--- src/hdl/ioxp_pkg.sv ---
// Shared constants and types of the octal I/O expander serial slave.
// Assumes one core clock domain; the bus pins are sampled, never used as clocks.
package ioxp_pkg;

  // ==========================================================================
  // Widths
  localparam int IO_W   = 8;                // Port lines
  localparam int ID_W   = 7;                // Slave identity bits
  localparam int STRP_W = 3;                // Identity straps

  // ==========================================================================
  // Identity and bit layout
  localparam logic [3:0] ID_HI_LOW_RANGE  = 4'h4;   // Upper identity bits, 0100 variant
  localparam logic [3:0] ID_HI_HIGH_RANGE = 4'h7;   // Upper identity bits, 0111 variant
  localparam logic       RW_READ          = 1'b1;   // Direction bit value of a read
  localparam logic [2:0] LAST_BIT         = 3'h7;   // Index of eighth bit of a byte
  localparam int         MSB              = IO_W - 1;

  // ==========================================================================
  // Reset values
  localparam logic [IO_W-1:0]   PULL_RST  = 8'h00;  // No line pulled: all latches high
  localparam logic [IO_W-1:0]   REF_RST   = 8'hff;  // Reference matches released lines
  localparam logic [IO_W-1:0]   IO_IDLE   = 8'hff;  // Synchroniser idle level of lines
  localparam logic [1:0]        BUS_IDLE  = 2'h3;   // Both bus wires idle high
  localparam logic [STRP_W-1:0] STRP_RST  = 3'h0;
  localparam logic [IO_W-1:0]   BYTE_RST  = 8'h00;
  localparam logic [2:0]        CNT_RST   = 3'h0;
  localparam logic              DRIVE_LOW = 1'b0;   // Open-drain pins only ever drive low

  // ==========================================================================
  // Bus state machine
  typedef enum logic [2:0] {
    ST_IDLE     = 3'b000,
    ST_ADDR     = 3'b001,
    ST_ADDR_ACK = 3'b010,
    ST_WR_DATA  = 3'b011,
    ST_WR_ACK   = 3'b100,
    ST_RD_DATA  = 3'b101,
    ST_RD_ACK   = 3'b110,
    ST_IGNORE   = 3'b111
  } ioxp_state_t;

endpackage : ioxp_pkg

--- src/hdl/ioxp_top.sv ---
// Serial two-wire slave with eight open-drain quasi-bidirectional lines.
// Assumes the bus pins, straps and port lines are asynchronous to core_clk
// and that the core clock runs at least eight times faster than the bus clock.
//
// What this block does
// - At reset all eight line latches are one, so every line is released.
// - At reset the change alert output is released.
// - The data wire is only ever pulled low or released by us.
// - Start is data falling with clock high; stop is data rising with clock high.
// - One bit per clock pulse; the driver keeps data stable while clock is high.
// - Every byte gets a ninth acknowledge clock, held low by the receiver.
// - We acknowledge written bytes; the master acknowledges read bytes.
// - The first byte holds a 7-bit identity then a direction bit, one for read.
// - Upper identity bits are 0100 or 0111 by parameter; lower three are straps.
// - A read returns actual pin levels of all eight lines and clears the alert.
// - While the master acknowledges, fresh port bytes keep being sent.
// - Port pins are sampled during the acknowledge before each read byte.
// - Each written byte loads the eight latches; zero pulls a line low.
// - Every byte of a multi-byte write updates all eight lines again.
// - At each read byte acknowledge detection restarts and the alert is released.
// - An alert released during a read stays released until stop.
// - The byte sent becomes the new reference for change detection.
// - In a write we acknowledge the identity and every data byte until stop.
// - Any edge on a released input line raises the alert.
// - The alert drops when the line returns, or on a read or a write.
// - Write clears the alert on the fall that starts the ack clock; read on the ack rising edge.
module ioxp_top #(
  parameter logic HIGH_RANGE = 1'b0        // Zero selects 0100xxx, one selects 0111xxx
) (
  input  wire logic                      core_clk,
  input  wire logic                      rstn,
  input  wire logic                      clk_en,
  input  wire logic                      scl_in,
  input  wire logic                      sda_in,
  output logic                           sda_out,
  output logic                           sda_oe,
  input  wire logic                      slave_id_strap_0,
  input  wire logic                      slave_id_strap_1,
  input  wire logic                      slave_id_strap_2,
  input  wire logic [ioxp_pkg::IO_W-1:0]  io_lines_in,
  output logic      [ioxp_pkg::IO_W-1:0]  io_lines_out,
  output logic      [ioxp_pkg::IO_W-1:0]  io_lines_oe,
  output logic                           alert_n_out,
  output logic                           alert_n_oe
);

  import ioxp_pkg::*;

  // ==========================================================================
  // Declarations
  logic [1:0]        rst_pipe;
  logic              rst_n;
  logic              scl_s;
  logic              sda_s;
  logic              scl_q;
  logic              sda_q;
  logic [STRP_W-1:0] strap_s;
  logic [IO_W-1:0]   io_s;
  logic              scl_rise;
  logic              scl_fall;
  logic              start;
  logic              stop;
  ioxp_state_t       state;
  logic [2:0]        cnt;
  logic              full;
  logic [IO_W-1:0]   rx;
  logic              is_read;
  logic              master_ack;
  logic [IO_W-1:0]   snap;
  logic [IO_W-1:0]   tx;
  logic              hold;
  logic [ID_W-1:0]   own_id;
  logic              id_match;
  logic              rd_rearm;
  logic              wr_load;
  logic              rearm;
  logic [IO_W-1:0]   new_ref;
  logic              alert;

  // ==========================================================================
  // Reset release through two flops; assertion stays asynchronous
  always_ff @(posedge core_clk or negedge rstn)
  begin
    if (!rstn)
      rst_pipe <= '0;
    else if (clk_en)
      rst_pipe <= {rst_pipe[0], 1'b1};
  end

  assign rst_n = rst_pipe[1];

  // ==========================================================================
  // Pin synchronisers
  ioxp_sync #(.W(2), .INIT(BUS_IDLE)) u_sync_bus (
    .core_clk (core_clk),
    .rst_n    (rst_n),
    .clk_en   (clk_en),
    .d        ({scl_in, sda_in}),
    .q        ({scl_s, sda_s})
  );

  ioxp_sync #(.W(STRP_W), .INIT(STRP_RST)) u_sync_strap (
    .core_clk (core_clk),
    .rst_n    (rst_n),
    .clk_en   (clk_en),
    .d        ({slave_id_strap_2, slave_id_strap_1, slave_id_strap_0}),
    .q        (strap_s)
  );

  ioxp_sync #(.W(IO_W), .INIT(IO_IDLE)) u_sync_io (
    .core_clk (core_clk),
    .rst_n    (rst_n),
    .clk_en   (clk_en),
    .d        (io_lines_in),
    .q        (io_s)
  );

  // ==========================================================================
  // Bus edge and condition detection; the clock is only ever sampled
  always_ff @(posedge core_clk or negedge rst_n)
  begin
    if (!rst_n)
    begin
      scl_q <= 1'b1;
      sda_q <= 1'b1;
    end
    else if (clk_en)
    begin
      scl_q <= scl_s;
      sda_q <= sda_s;
    end
  end

  assign scl_rise = scl_s && !scl_q;
  assign scl_fall = !scl_s && scl_q;
  assign start    = scl_s && scl_q && sda_q && !sda_s;
  assign stop     = scl_s && scl_q && !sda_q && sda_s;

  // Identity: fixed upper nibble by variant, straps below
  assign own_id   = {(HIGH_RANGE ? ID_HI_HIGH_RANGE : ID_HI_LOW_RANGE), strap_s};
  assign id_match = (rx[IO_W-1:1] == own_id);

  // ==========================================================================
  // Bit-level state machine; a start anywhere restarts the address phase
  always_ff @(posedge core_clk or negedge rst_n)
  begin
    if (!rst_n)
    begin
      state <= ST_IDLE;
      cnt   <= CNT_RST;
      full  <= 1'b0;
      rx    <= BYTE_RST;
    end
    else if (clk_en)
    begin
      if (start)
      begin
        state <= ST_ADDR;
        cnt   <= CNT_RST;
        full  <= 1'b0;
      end
      else if (stop)
        state <= ST_IDLE;
      else
      begin
        case (state)
          ST_ADDR, ST_WR_DATA:
          begin
            // Bits counted on rises, so the fall right after start is not a bit
            if (scl_rise)
            begin
              rx   <= {rx[IO_W-2:0], sda_s};
              cnt  <= cnt + 3'h1;
              full <= (cnt == LAST_BIT);
            end
            else if (scl_fall && full)
            begin
              full <= 1'b0;
              if (state == ST_WR_DATA)
                state <= ST_WR_ACK;
              else if (id_match)
                state <= ST_ADDR_ACK;
              else
                state <= ST_IGNORE;
            end
          end
          ST_ADDR_ACK:
            if (scl_fall)
            begin
              cnt   <= CNT_RST;
              state <= is_read ? ST_RD_DATA : ST_WR_DATA;
            end
          ST_WR_ACK:
            if (scl_fall)
              state <= ST_WR_DATA;
          ST_RD_DATA:
            // Bits counted on falls: each of the first seven falls shifts the next bit out
            if (scl_fall)
            begin
              cnt <= cnt + 3'h1;
              if (cnt == LAST_BIT)
                state <= ST_RD_ACK;
            end
          ST_RD_ACK:
            if (scl_fall)
              state <= master_ack ? ST_RD_DATA : ST_IGNORE;
          default:
            state <= state;
        endcase
      end
    end
  end

  // ==========================================================================
  // Direction bit and the master's acknowledge
  always_ff @(posedge core_clk or negedge rst_n)
  begin
    if (!rst_n)
    begin
      is_read    <= 1'b0;
      master_ack <= 1'b0;
    end
    else if (clk_en)
    begin
      if (state == ST_ADDR && scl_fall && full)
        is_read <= (rx[0] == RW_READ);
      if (state == ST_RD_ACK && scl_rise)
        master_ack <= !sda_s;
    end
  end

  // ==========================================================================
  // Port snapshot, taken on the rise of each acknowledge ahead of a read byte
  always_ff @(posedge core_clk or negedge rst_n)
  begin
    if (!rst_n)
      snap <= IO_IDLE;
    else if (clk_en && scl_rise && (state == ST_ADDR_ACK || state == ST_RD_ACK))
      snap <= io_s;
  end

  // ==========================================================================
  // Data wire drive: changes on clock falls, or is released at start or stop, so it is otherwise stable while high
  always_ff @(posedge core_clk or negedge rst_n)
  begin
    if (!rst_n)
    begin
      sda_oe <= 1'b0;
      tx     <= BYTE_RST;
    end
    else if (clk_en)
    begin
      if (start || stop)
        sda_oe <= 1'b0;
      else if (scl_fall)
      begin
        case (state)
          ST_ADDR:
            if (full)
              sda_oe <= id_match;
          ST_WR_DATA:
            if (full)
              sda_oe <= 1'b1;
          ST_ADDR_ACK, ST_RD_ACK:
            if ((state == ST_ADDR_ACK && is_read) || (state == ST_RD_ACK && master_ack))
            begin
              tx     <= snap;
              sda_oe <= !snap[MSB];
            end
            else
              sda_oe <= 1'b0;
          ST_RD_DATA:
            if (cnt == LAST_BIT)
              sda_oe <= 1'b0;                        // Release for the master's ack
            else
            begin
              tx     <= {tx[IO_W-2:0], 1'b0};
              sda_oe <= !tx[MSB-1];
            end
          default:
            sda_oe <= 1'b0;
        endcase
      end
    end
  end

  assign sda_out = DRIVE_LOW;

  // ==========================================================================
  // Output latches: a zero pulls the line, a one releases it
  always_ff @(posedge core_clk or negedge rst_n)
  begin
    if (!rst_n)
      io_lines_oe <= PULL_RST;
    else if (clk_en && wr_load)
      io_lines_oe <= ~rx;
  end

  assign io_lines_out = {IO_W{DRIVE_LOW}};

  // ==========================================================================
  // Detection restart points; a read restarts on the ack rise, a write on the fall
  assign rd_rearm = clk_en && state == ST_RD_ACK && scl_rise && !start && !stop;
  assign wr_load  = clk_en && state == ST_WR_DATA && scl_fall && full && !start && !stop;
  assign rearm    = rd_rearm || wr_load;
  assign new_ref  = rd_rearm ? snap : io_s;

  // Release held from the first read byte acknowledge until stop
  always_ff @(posedge core_clk or negedge rst_n)
  begin
    if (!rst_n)
      hold <= 1'b0;
    else if (clk_en)
    begin
      if (rd_rearm)
        hold <= 1'b1;
      else if (stop)
        hold <= 1'b0;
    end
  end

  ioxp_chg u_chg (
    .core_clk (core_clk),
    .rst_n    (rst_n),
    .clk_en   (clk_en),
    .pins     (io_s),
    .in_mask  (~io_lines_oe),
    .rearm    (rearm),
    .new_ref  (new_ref),
    .hold     (hold),
    .alert    (alert)
  );

  assign alert_n_out = DRIVE_LOW;
  assign alert_n_oe  = alert;

  // ==========================================================================
  // Checks
  a_reset_release: assert property (
    @(posedge core_clk) disable iff (!rst_n)
    $rose(rst_n) |-> (io_lines_oe == PULL_RST) && !alert_n_oe)
    else $error("lines or alert not released after reset");

  a_write_loads: assert property (
    @(posedge core_clk) disable iff (!rst_n)
    wr_load |=> io_lines_oe == ~$past(rx))
    else $error("written byte not loaded into latches");

  a_write_ack: assert property (
    @(posedge core_clk) disable iff (!rst_n)
    wr_load |=> sda_oe && state == ST_WR_ACK)
    else $error("written byte not acknowledged");

  a_foreign_nack: assert property (
    @(posedge core_clk) disable iff (!rst_n)
    (clk_en && state == ST_ADDR && scl_fall && full && !id_match && !start && !stop)
      |=> !sda_oe && state == ST_IGNORE)
    else $error("foreign identity acknowledged");

  a_sda_stable: assert property (
    @(posedge core_clk) disable iff (!rst_n)
    (clk_en && scl_s && scl_q && !start && !stop) |=> $stable(sda_oe))
    else $error("data drive changed while clock high");

  a_read_snap: assert property (
    @(posedge core_clk) disable iff (!rst_n)
    (clk_en && state == ST_ADDR_ACK && scl_rise && !start && !stop) |=> snap == $past(io_s))
    else $error("pins not sampled at identity acknowledge");

  a_first_bit: assert property (
    @(posedge core_clk) disable iff (!rst_n)
    (clk_en && state == ST_ADDR_ACK && scl_fall && is_read && !start && !stop)
      |=> state == ST_RD_DATA && sda_oe == !$past(snap[MSB]))
    else $error("first read bit not driven from snapshot");

  a_read_release: assert property (
    @(posedge core_clk) disable iff (!rst_n)
    rd_rearm |=> hold ##1 !alert_n_oe)
    else $error("alert not released at read acknowledge");

endmodule : ioxp_top

--- src/hdl/ioxp_sync.sv ---
// Two-stage synchroniser for a group of asynchronous inputs.
// Assumes the inputs are levels from outside the core clock domain.
module ioxp_sync #(
  parameter int             W    = 1,
  parameter logic [W-1:0]   INIT = '0
) (
  input  wire logic         core_clk,
  input  wire logic         rst_n,
  input  wire logic         clk_en,
  input  wire logic [W-1:0] d,
  output logic      [W-1:0] q
);

  logic [W-1:0] meta;

  // ==========================================================================
  // First stage is read only by the second stage
  always_ff @(posedge core_clk or negedge rst_n)
  begin
    if (!rst_n)
    begin
      meta <= INIT;
      q    <= INIT;
    end
    else if (clk_en)
    begin
      meta <= d;
      q    <= meta;
    end
  end

endmodule : ioxp_sync

--- src/hdl/ioxp_chg.sv ---
// Transition detector for the port lines and the change alert flop.
// Assumes synchronised pin levels and one-cycle rearm pulses from the bus logic.
module ioxp_chg
  import ioxp_pkg::*;
(
  input  wire logic                     core_clk,
  input  wire logic                     rst_n,
  input  wire logic                     clk_en,
  input  wire logic [ioxp_pkg::IO_W-1:0] pins,
  input  wire logic [ioxp_pkg::IO_W-1:0] in_mask,
  input  wire logic                     rearm,
  input  wire logic [ioxp_pkg::IO_W-1:0] new_ref,
  input  wire logic                     hold,
  output logic                          alert
);

  logic [IO_W-1:0] ref_lvl;
  logic            differs;

  // Only released lines act as inputs; a pulled line always reads low
  assign differs = |((pins ^ ref_lvl) & in_mask);

  // ==========================================================================
  // Reference level, reloaded on every read or write acknowledge
  always_ff @(posedge core_clk or negedge rst_n)
  begin
    if (!rst_n)
      ref_lvl <= REF_RST;
    else if (clk_en && rearm)
      ref_lvl <= new_ref;
  end

  // ==========================================================================
  // Alert follows the mismatch, so a line that returns to its level clears it
  always_ff @(posedge core_clk or negedge rst_n)
  begin
    if (!rst_n)
      alert <= 1'b0;
    else if (clk_en)
      alert <= differs && !hold && !rearm;
  end

  a_alert_tracks: assert property (
    @(posedge core_clk) disable iff (!rst_n)
    clk_en |=> alert == ($past(differs) && !$past(hold) && !$past(rearm)))
    else $error("alert does not follow line mismatch");

  a_ref_reload: assert property (
    @(posedge core_clk) disable iff (!rst_n)
    (clk_en && rearm) |=> ref_lvl == $past(new_ref))
    else $error("reference not reloaded from new_ref");

  a_hold_quiet: assert property (
    @(posedge core_clk) disable iff (!rst_n)
    (clk_en && hold) |=> !alert)
    else $error("alert raised while held released");

endmodule : ioxp_chg

--- config.mk ---
export PLATFORM = sky130hd
export DESIGN_NAME = ioxp_top
export DESIGN_NICKNAME = d
export VERILOG_FILES = /design/src/hdl/ioxp_pkg.sv /design/src/hdl/ioxp_top.sv /design/src/hdl/ioxp_sync.sv /design/src/hdl/ioxp_chg.sv
export SDC_FILE = /design/constraint.sdc
export NUM_CORES = 1
export LEC_CHECK = 0
export BUFFER_PORTS_ARGS = -buffer_cell sky130_fd_sc_hd__buf_2
export CAP_MARGIN = 0
export CORE_MARGIN = 2
export CORE_UTILIZATION = 63
export CTS_CLUSTER_SIZE = 16
export DETAILED_ROUTE_END_ITERATION = 7
export MAX_ROUTING_LAYER = met4
export PLACE_DENSITY = 0.94
export SLEW_MARGIN = 20
export SYNTH_ARGS = -nofsm -noshare
export SYNTH_HDL_FRONTEND = slang
export SYNTH_SLANG_ARGS = --single-unit
export TNS_END_PERCENT = 30
--- constraint.sdc ---
create_clock -name core_clk -period 6.5 [get_ports core_clk]
set_input_delay 1.3 -clock core_clk [delete_from_list [all_inputs] [get_ports core_clk]]
set_output_delay 1.3 -clock core_clk [all_outputs]
set_load 0.02 [all_outputs]
==> results of run 1 <==
[synth_stat cells, drive strengths merged, types with 3 or more instances]
master,n,area (um^2)
mux2,47,529
nand2,23,86.3
dfstp,38,998
clkbuf,7,46.3
xnor2,9,78.8
dfrtp,43,1080
buf,19,129
nor3,3,15.0
mux2i,17,170
nand2b,3,18.8
nor2,20,77.6
nand3,3,15.0
inv,9,33.8
a21oi,11,55.1
or3,3,23.8
xor2,3,26.3
o21ai,27,135
o22ai,5,31.3
[cell families (layout without fill, tap and decap cells)]
group | Yosys count | after routing | share of synthesized area
other | 1 | 10 | 0.000972
buffers and inverters | 35 | 51 | 0.0542
AO/OA/AOI/OAI | 61 | 61 | 0.100
AND/OR/NAND/NOR | 69 | 69 | 0.0915
XOR/XNOR | 12 | 12 | 0.0273
flip-flops | 81 | 81 | 0.538
adder cells (fa/ha/maj) | 2 | 2 | 0.00649
multiplexers | 64 | 64 | 0.181
[how the worst max path moves through the flow]
stage               startpoint                           end  slack (ns)
floorplan               clk_en  u_chg.ref_lvl[5]$_DFFE_PN1P_        3.98
global placement        clk_en       u_chg.alert$_DFFE_PN0P_        3.04
detailed placement      clk_en       u_chg.alert$_DFFE_PN0P_        2.90
CTS                     clk_en       u_chg.alert$_DFFE_PN0P_        3.27
finish                  clk_en       u_chg.alert$_DFFE_PN0P_        3.24
global route            clk_en       u_chg.alert$_DFFE_PN0P_        2.99
[registers in the layout, summed over array words and instances, names as in the netlist, 7 cells and up]
name            flops
io_lines_oe         8
rx                  8
snap                8
u_chg.ref_lvl       8
u_sync_io.meta      8
u_sync_io.q         8
tx                  7
[power by group through the flow]
stage	sequential (mW)	combinational [mW]	clock [mW]
floorplan	0.838	0.412	0
global placement	0.876	0.458	0
detailed placement	0.886	0.487	0
CTS	0.880	0.495	0.366
global route	0.905	0.552	0.382
finish	0.884	0.496	0.358
[layout make-up]
| class | count | area share |
|---|---|---|
| Clock buffer | 11 | 0.0342 |
| Clock inverter | 5 | 0.0133 |
| Inverter | 9 | 0.00816 |
| Multi-Input combinational cell | 218 | 0.388 |
| Sequential cell | 81 | 0.502 |
| Tap cell | 75 | 0.0227 |
| Timing Repair Buffer | 26 | 0.0320 |
[worst register-to-register path, stage by stage, from the launching register on]
cell and delay, ns:
dfrtp_1 0.70, nand3b_1 0.52, o21ai_1 0.29, o211ai_1 0.14, a221oi_2 0.47, mux2_1 0.36
[routing by layer]
layer  up-vias  wire length, um
met4         0              177
met1      1279             3120
li1       1164                -
met3        19              364
met5         -                0
met2        97             3720
==> results.toml, run 1 <==
[synthesis]
ys_ff_latch = 81
synth_area_mm2 = 0.00386
yosys.cell_types.count = 54
ys.warnings.count = 0
synthCells = 325
async_reset_ff_frac = 1.00
synth_ff_type = "dfrtp_1"
seq_area_frac_synth = 0.538
synth_edf_count = 0
synth_area_per_cell_um2 = 11.9

[power_and_ir_drop]
power.total_mw = 1.74
p_leak_nw = 1.83
internal-power_mw = 1.14
netSwitchingPower_mw = 0.599
pwr-share-seq = 0.509
ir_drop_v = 0.000285
power_density_mw_per_mm2 = 420
pwr-share-comb = 0.285
swShare = 0.345
clockPowerShare = 0.206

[cells_and_area]
register_area_mm2 = 0.00208
mostFrequentLayoutCell = "mux2_2"
stdcell_count = 425
fillers = 370
final_cell_area_mm2 = 0.00414
multiInputGateArea_mm2 = 0.00161
diodes = 0
area.growth.synth_to_final_pct = 7.33
layout.nets = 363
final_cell_mix = "mux2_2, dfrtp_1, dfstp_2"
fin_util = 0.699
drive_above_1_share = 0.380

[setup_path]
crit_buf_inv = 1
cp_top_family = "simple AND/OR/NAND/NOR gates"
max_stage_delay_ns = 0.58
worst_r2r_path_depth = 5
rrSetupSlack_ns = 3.90
crit_type = "input port to register"
rr_startpoint = "state[2]$_DFFE_PN0P_"
path_max_fanout = 37
cp_num_cells = 5
crit_path_start_kind = "input port"
arrival_ns = 3.50
cp-end-kind = "register"
r2r_end = "cnt[0]$_DFFE_PN0P_"
cp_slowest_cell = "buf_2"
path_cells = "buf_2, and3b_1, nand4_1, and2_1, a32o_1"
required_ns = 6.74

[global_route]
grt_pass1_vias = 2471
antenna_found_initial = 0
grt.overflow.total = 0
use_met3 = 0.0435
grt_pass1_wl_um = 12300
grt_usage = 0.254
grtUsageMet2 = 0.384
grtUsageMet1 = 0.335
grt_start_max_net_pins = 81
top_usage_layer = "met2"

[place]
dpl.hpwl_um = 5020
pre_cts_ws_ns = 2.90
gp_congestion = 0.954
dp_cells = 409
place_area_mm2 = 0.00394
io_buffers = 25

[route]
num_vias = 2559
wire_per_inst_um = 17.4
wl_um = 7380
drcViolationCount = 0
drt_iter0_markers = 217
dr.pass1.iters = 5
viasPerCell = 6.02
antenna_left = 0

[worst_hold_path]
min_path_type = "register to register"
hold_start = "u_chg.ref_lvl[5]$_DFFE_PN1P_"
min_to = "u_chg.ref_lvl[5]$_DFFE_PN1P_"
hold_depth = 2

[sta]
slew_viol_final = 0
rsz0062_at_grt = "false"
worst_slack_ns = 3.24
tns_ns = 0
fin_crit_ns = 3.26
fmax_mhz = 307
slew_headroom = 0.361
hold_viol_final = 0
fin_skew_ns = 0.00762
setup_viol = 0
holdWs_ns = 0.485
finalCritPeriodShare = 0.501
worstMarginPinSlew_ns = 0.958

[cts]
post_cts.repair.setup_buffers = 0
cts_root_buf = "clkbuf_8"
cts_buffers = 9
h-tree-depth = 3
clock_latency_ns = 0.35
clk_pin_slew_ns = 0.07
cts_tree = "yes"
clockBufferDepth = 2
cts_sinks = 81
cts-resized-gates = 0
hold_buffers = 0

[status]
status = "completed"

[floorplan]
die_y_um = 82.2
start_util = 0.651
io_pins = 36
chipWidth_um = 82.2
die_area_mm2 = 0.00676
core_area_mm2 = 0.00592
num_rows = 28

[flow_run]
drv_cap = 0
Power figures use the tool's default switching activity.
==> run 2, diff against run 1 <==
--- a/config.mk
+++ b/config.mk
@@ -5,14 +5,15 @@
 export SDC_FILE = /design/constraint.sdc
 export NUM_CORES = 1
 export LEC_CHECK = 0
+export ABC_AREA = 1
 export BUFFER_PORTS_ARGS = -buffer_cell sky130_fd_sc_hd__buf_2
 export CAP_MARGIN = 0
 export CORE_MARGIN = 2
-export CORE_UTILIZATION = 63
+export CORE_UTILIZATION = 53
 export CTS_CLUSTER_SIZE = 16
 export DETAILED_ROUTE_END_ITERATION = 7
 export MAX_ROUTING_LAYER = met4
-export PLACE_DENSITY = 0.94
+export PLACE_DENSITY = 0.85
 export SLEW_MARGIN = 20
 export SYNTH_ARGS = -nofsm -noshare
 export SYNTH_HDL_FRONTEND = slang
==> constraint.sdc (replaced) <==
create_clock -name core_clk -period 2.7 [get_ports core_clk]
set_input_delay 0.54 -clock core_clk [delete_from_list [all_inputs] [get_ports core_clk]]
set_output_delay 0.54 -clock core_clk [all_outputs]
set_load 0.02 [all_outputs]
==> results.toml, run 2 <==
[cells_and_area]
final_cell_mix = "nand2_1, o21ai_0, nor2_1"
mostFrequentLayoutCell = "nand2_1"
final_cell_area_mm2 = 0.00426
layout.nets = 531
fillers = 636
diodes = 0
area.growth.synth_to_final_pct = 8.83
drive_above_1_share = 0.195

[synthesis]
yosys.cell_types.count = 31
yosys.area_share.simple = 0.277
synthCells = 490
synth_edf_count = 0
synth_top_area_cell = "dfrtp_1"
synth-xor-area-share = 0.00896
async_reset_ff_frac = 1.00
synth_area_leaders = "dfrtp_1, dfstp_2, nand2_1"
synth-compound-area-share = 0.102
synth_ff_type = "dfrtp_1"
synth_area_mm2 = 0.00391
synth_top_family_by_area = "simple AND/OR/NAND/NOR gates"
ys_ff_latch = 81
netlist.area_leader.share = 0.275
muxShareOfSynthArea = 0
synth_area_per_cell_um2 = 7.98
synthAdderAreaFrac = 0.00640
synth_common_cells = "nand2_1, o21ai_0, nor2_1, dfrtp_1, dfstp_2"
seq_area_frac_synth = 0.531
ys.warnings.count = 0
synth.most_common_cell = "nand2_1"

[power_and_ir_drop]
p_leak_nw = 2.12
ir_drop_v = 0.000500
power_density_mw_per_mm2 = 973

[worst_hold_path]
min_path_type = "input port to register"

[route]
antenna_left = 0
wire_per_inst_um = 13.1
num_vias = 3200
drcViolationCount = 0
drt_iter0_markers = 338
viasPerCell = 5.19
wl_um = 8090
dr.pass1.iters = 5

[cts]
hold_buffers = 1
clock_latency_ns = 0.35
cts_tree = "yes"
clk_pin_slew_ns = 0.08
h-tree-depth = 3
post_cts.repair.setup_buffers = 0
cts_root_buf = "clkbuf_8"
cts_buffers = 9
clockBufferDepth = 2
cts-resized-gates = 0
cts_sinks = 81

[place]
dpl.hpwl_um = 5840
io_buffers = 25
place_area_mm2 = 0.00406
gp_congestion = 0.940

[setup_path]
cp_slowest_cell = "dfrtp_1"
path_cells = "nand3_1, o211ai_1, nor2_1, nand2_2, nand2_1, nand2_1"
required_ns = 2.94
arrival_ns = 2.20
path_max_fanout = 11
max_stage_delay_ns = 0.51
crit_path_start_kind = "register"
critPathMostFrequentCell = "nand2_1"
crit_type = "register to register"
cp-end-kind = "register"

[sta]
slew_headroom = 0.508
hold_viol_final = 0
fmax_mhz = 512
slew_viol_final = 0
worstMarginPinSlew_ns = 0.738
tns_ns = 0
setup_viol = 0
fin_skew_ns = 0.0121
finalCritPeriodShare = 0.724
fin_crit_ns = 1.95
rsz0062_at_grt = "false"

[floorplan]
core_area_mm2 = 0.00721
io_pins = 36
chipWidth_um = 89.9
start_util = 0.542
die_area_mm2 = 0.00808
num_rows = 31
die_y_um = 89.9

[global_route]
antenna_found_initial = 0
grt_pass1_wl_um = 14500
grt_pass1_vias = 3199
grt_start_max_net_pins = 63
grt.overflow.total = 0
grt_usage = 0.225

[flow_run]
drv_cap = 0

[status]
status = "completed"
run 2: cell types whose count changed after synthesis, moves of 20 or more:
cell / delta
inv_1: +22
mux2_2: -46
nand2_1: +155
nand3_1: +20
nor2_1: +26
o21ai_0: +35
run 2: area by class of cell:
class,instances,area (um^2),share of cell area
well taps,99,124,0.0291
clock buffers,11,141,0.0332
repair buffers,29,158,0.0370
inverters,36,135,0.0318
clock inverters,5,41.3,0.00970
multi-input cells,356,1580,0.371
flip-flops and latches,81,2080,0.488
run 2: critical path: cells and delay by family, from the launching register on:
| family | cells | cell delay, ns |
|---|---|---|
| simple gates | 5 | 1.18 |
| flops | 1 | 0.51 |
| compound gates | 1 | 0.15 |
run 2: kinds of logic (layout without fill, tap and decap cells):
kind of cell | after synthesis | in the layout
AND/OR/NAND/NOR | 263 | 263
flip-flops | 81 | 81
AO/OA/AOI/OAI | 77 | 77
buffers and inverters | 62 | 81
XOR/XNOR | 4 | 4
adder cells (fa/ha/maj) | 2 | 2
other | 1 | 10
run 2: power by group:
group | switching, mW | internal, mW
Clock | 0.449 | 0.364
Sequential | 0.343 | 1.69
Combinational | 0.842 | 0.455
run 2: per-stage QoR:
step | instances | setup slack [ns] | util | power (mW) | hold slack [ns]
2_1_floorplan | 499 | 0.323 | - | 2.96 | 0.244
6_report | 617 | 0.746 | 0.590 | 4.14 | 0.377
4_1_cts | 617 | 0.776 | 0.590 | 4.15 | 0.378
5_1_grt | 617 | 0.478 | 0.590 | 4.47 | 0.380
3_5_place_dp | 600 | 0.756 | 0.563 | 3.33 | 0.328
3_3_place_gp | 600 | 0.813 | 0.563 | 3.26 | 0.325
run 2: per-layer routing:
| metal | wire length, um | GRT usage | vias to the layer above |
|---|---|---|---|
| li1 | - | - | 1572 |
| met3 | 344 | 0.0411 | 21 |
| met4 | 183 | 0.0641 | 0 |
| met1 | 3390 | 0.281 | 1509 |
| met2 | 4180 | 0.379 | 98 |
| met5 | 0 | - | - |
run 2: path summary, 6_finish.rpt:
| path | startpoint | end | slack, ns | cells after the start |
|---|---|---|---|---|
| setup / recovery | state[2]$_DFFE_PN0P_ | tx[6]$_DFFE_PN0P_ | 0.75 | 6 |
| min in group asynchronous | rst_pipe[1]$_DFFE_PN0P_ | rx[3]$_DFFE_PN0P_ | 0.40 | 0 |
| hold reg to reg | rst_pipe[1]$_DFFE_PN0P_ | rx[3]$_DFFE_PN0P_ | 0.40 | 0 |
| setup reg to reg | state[2]$_DFFE_PN0P_ | tx[6]$_DFFE_PN0P_ | 0.75 | 6 |
| max in group asynchronous | rst_pipe[1]$_DFFE_PN0P_ | u_sync_bus.q[1]$_DFFE_PN1P_ | 1.50 | 1 |
| hold / removal | io_lines_in[1] | u_sync_io.meta[1]$_DFFE_PN1P_ | 0.38 | 3 |
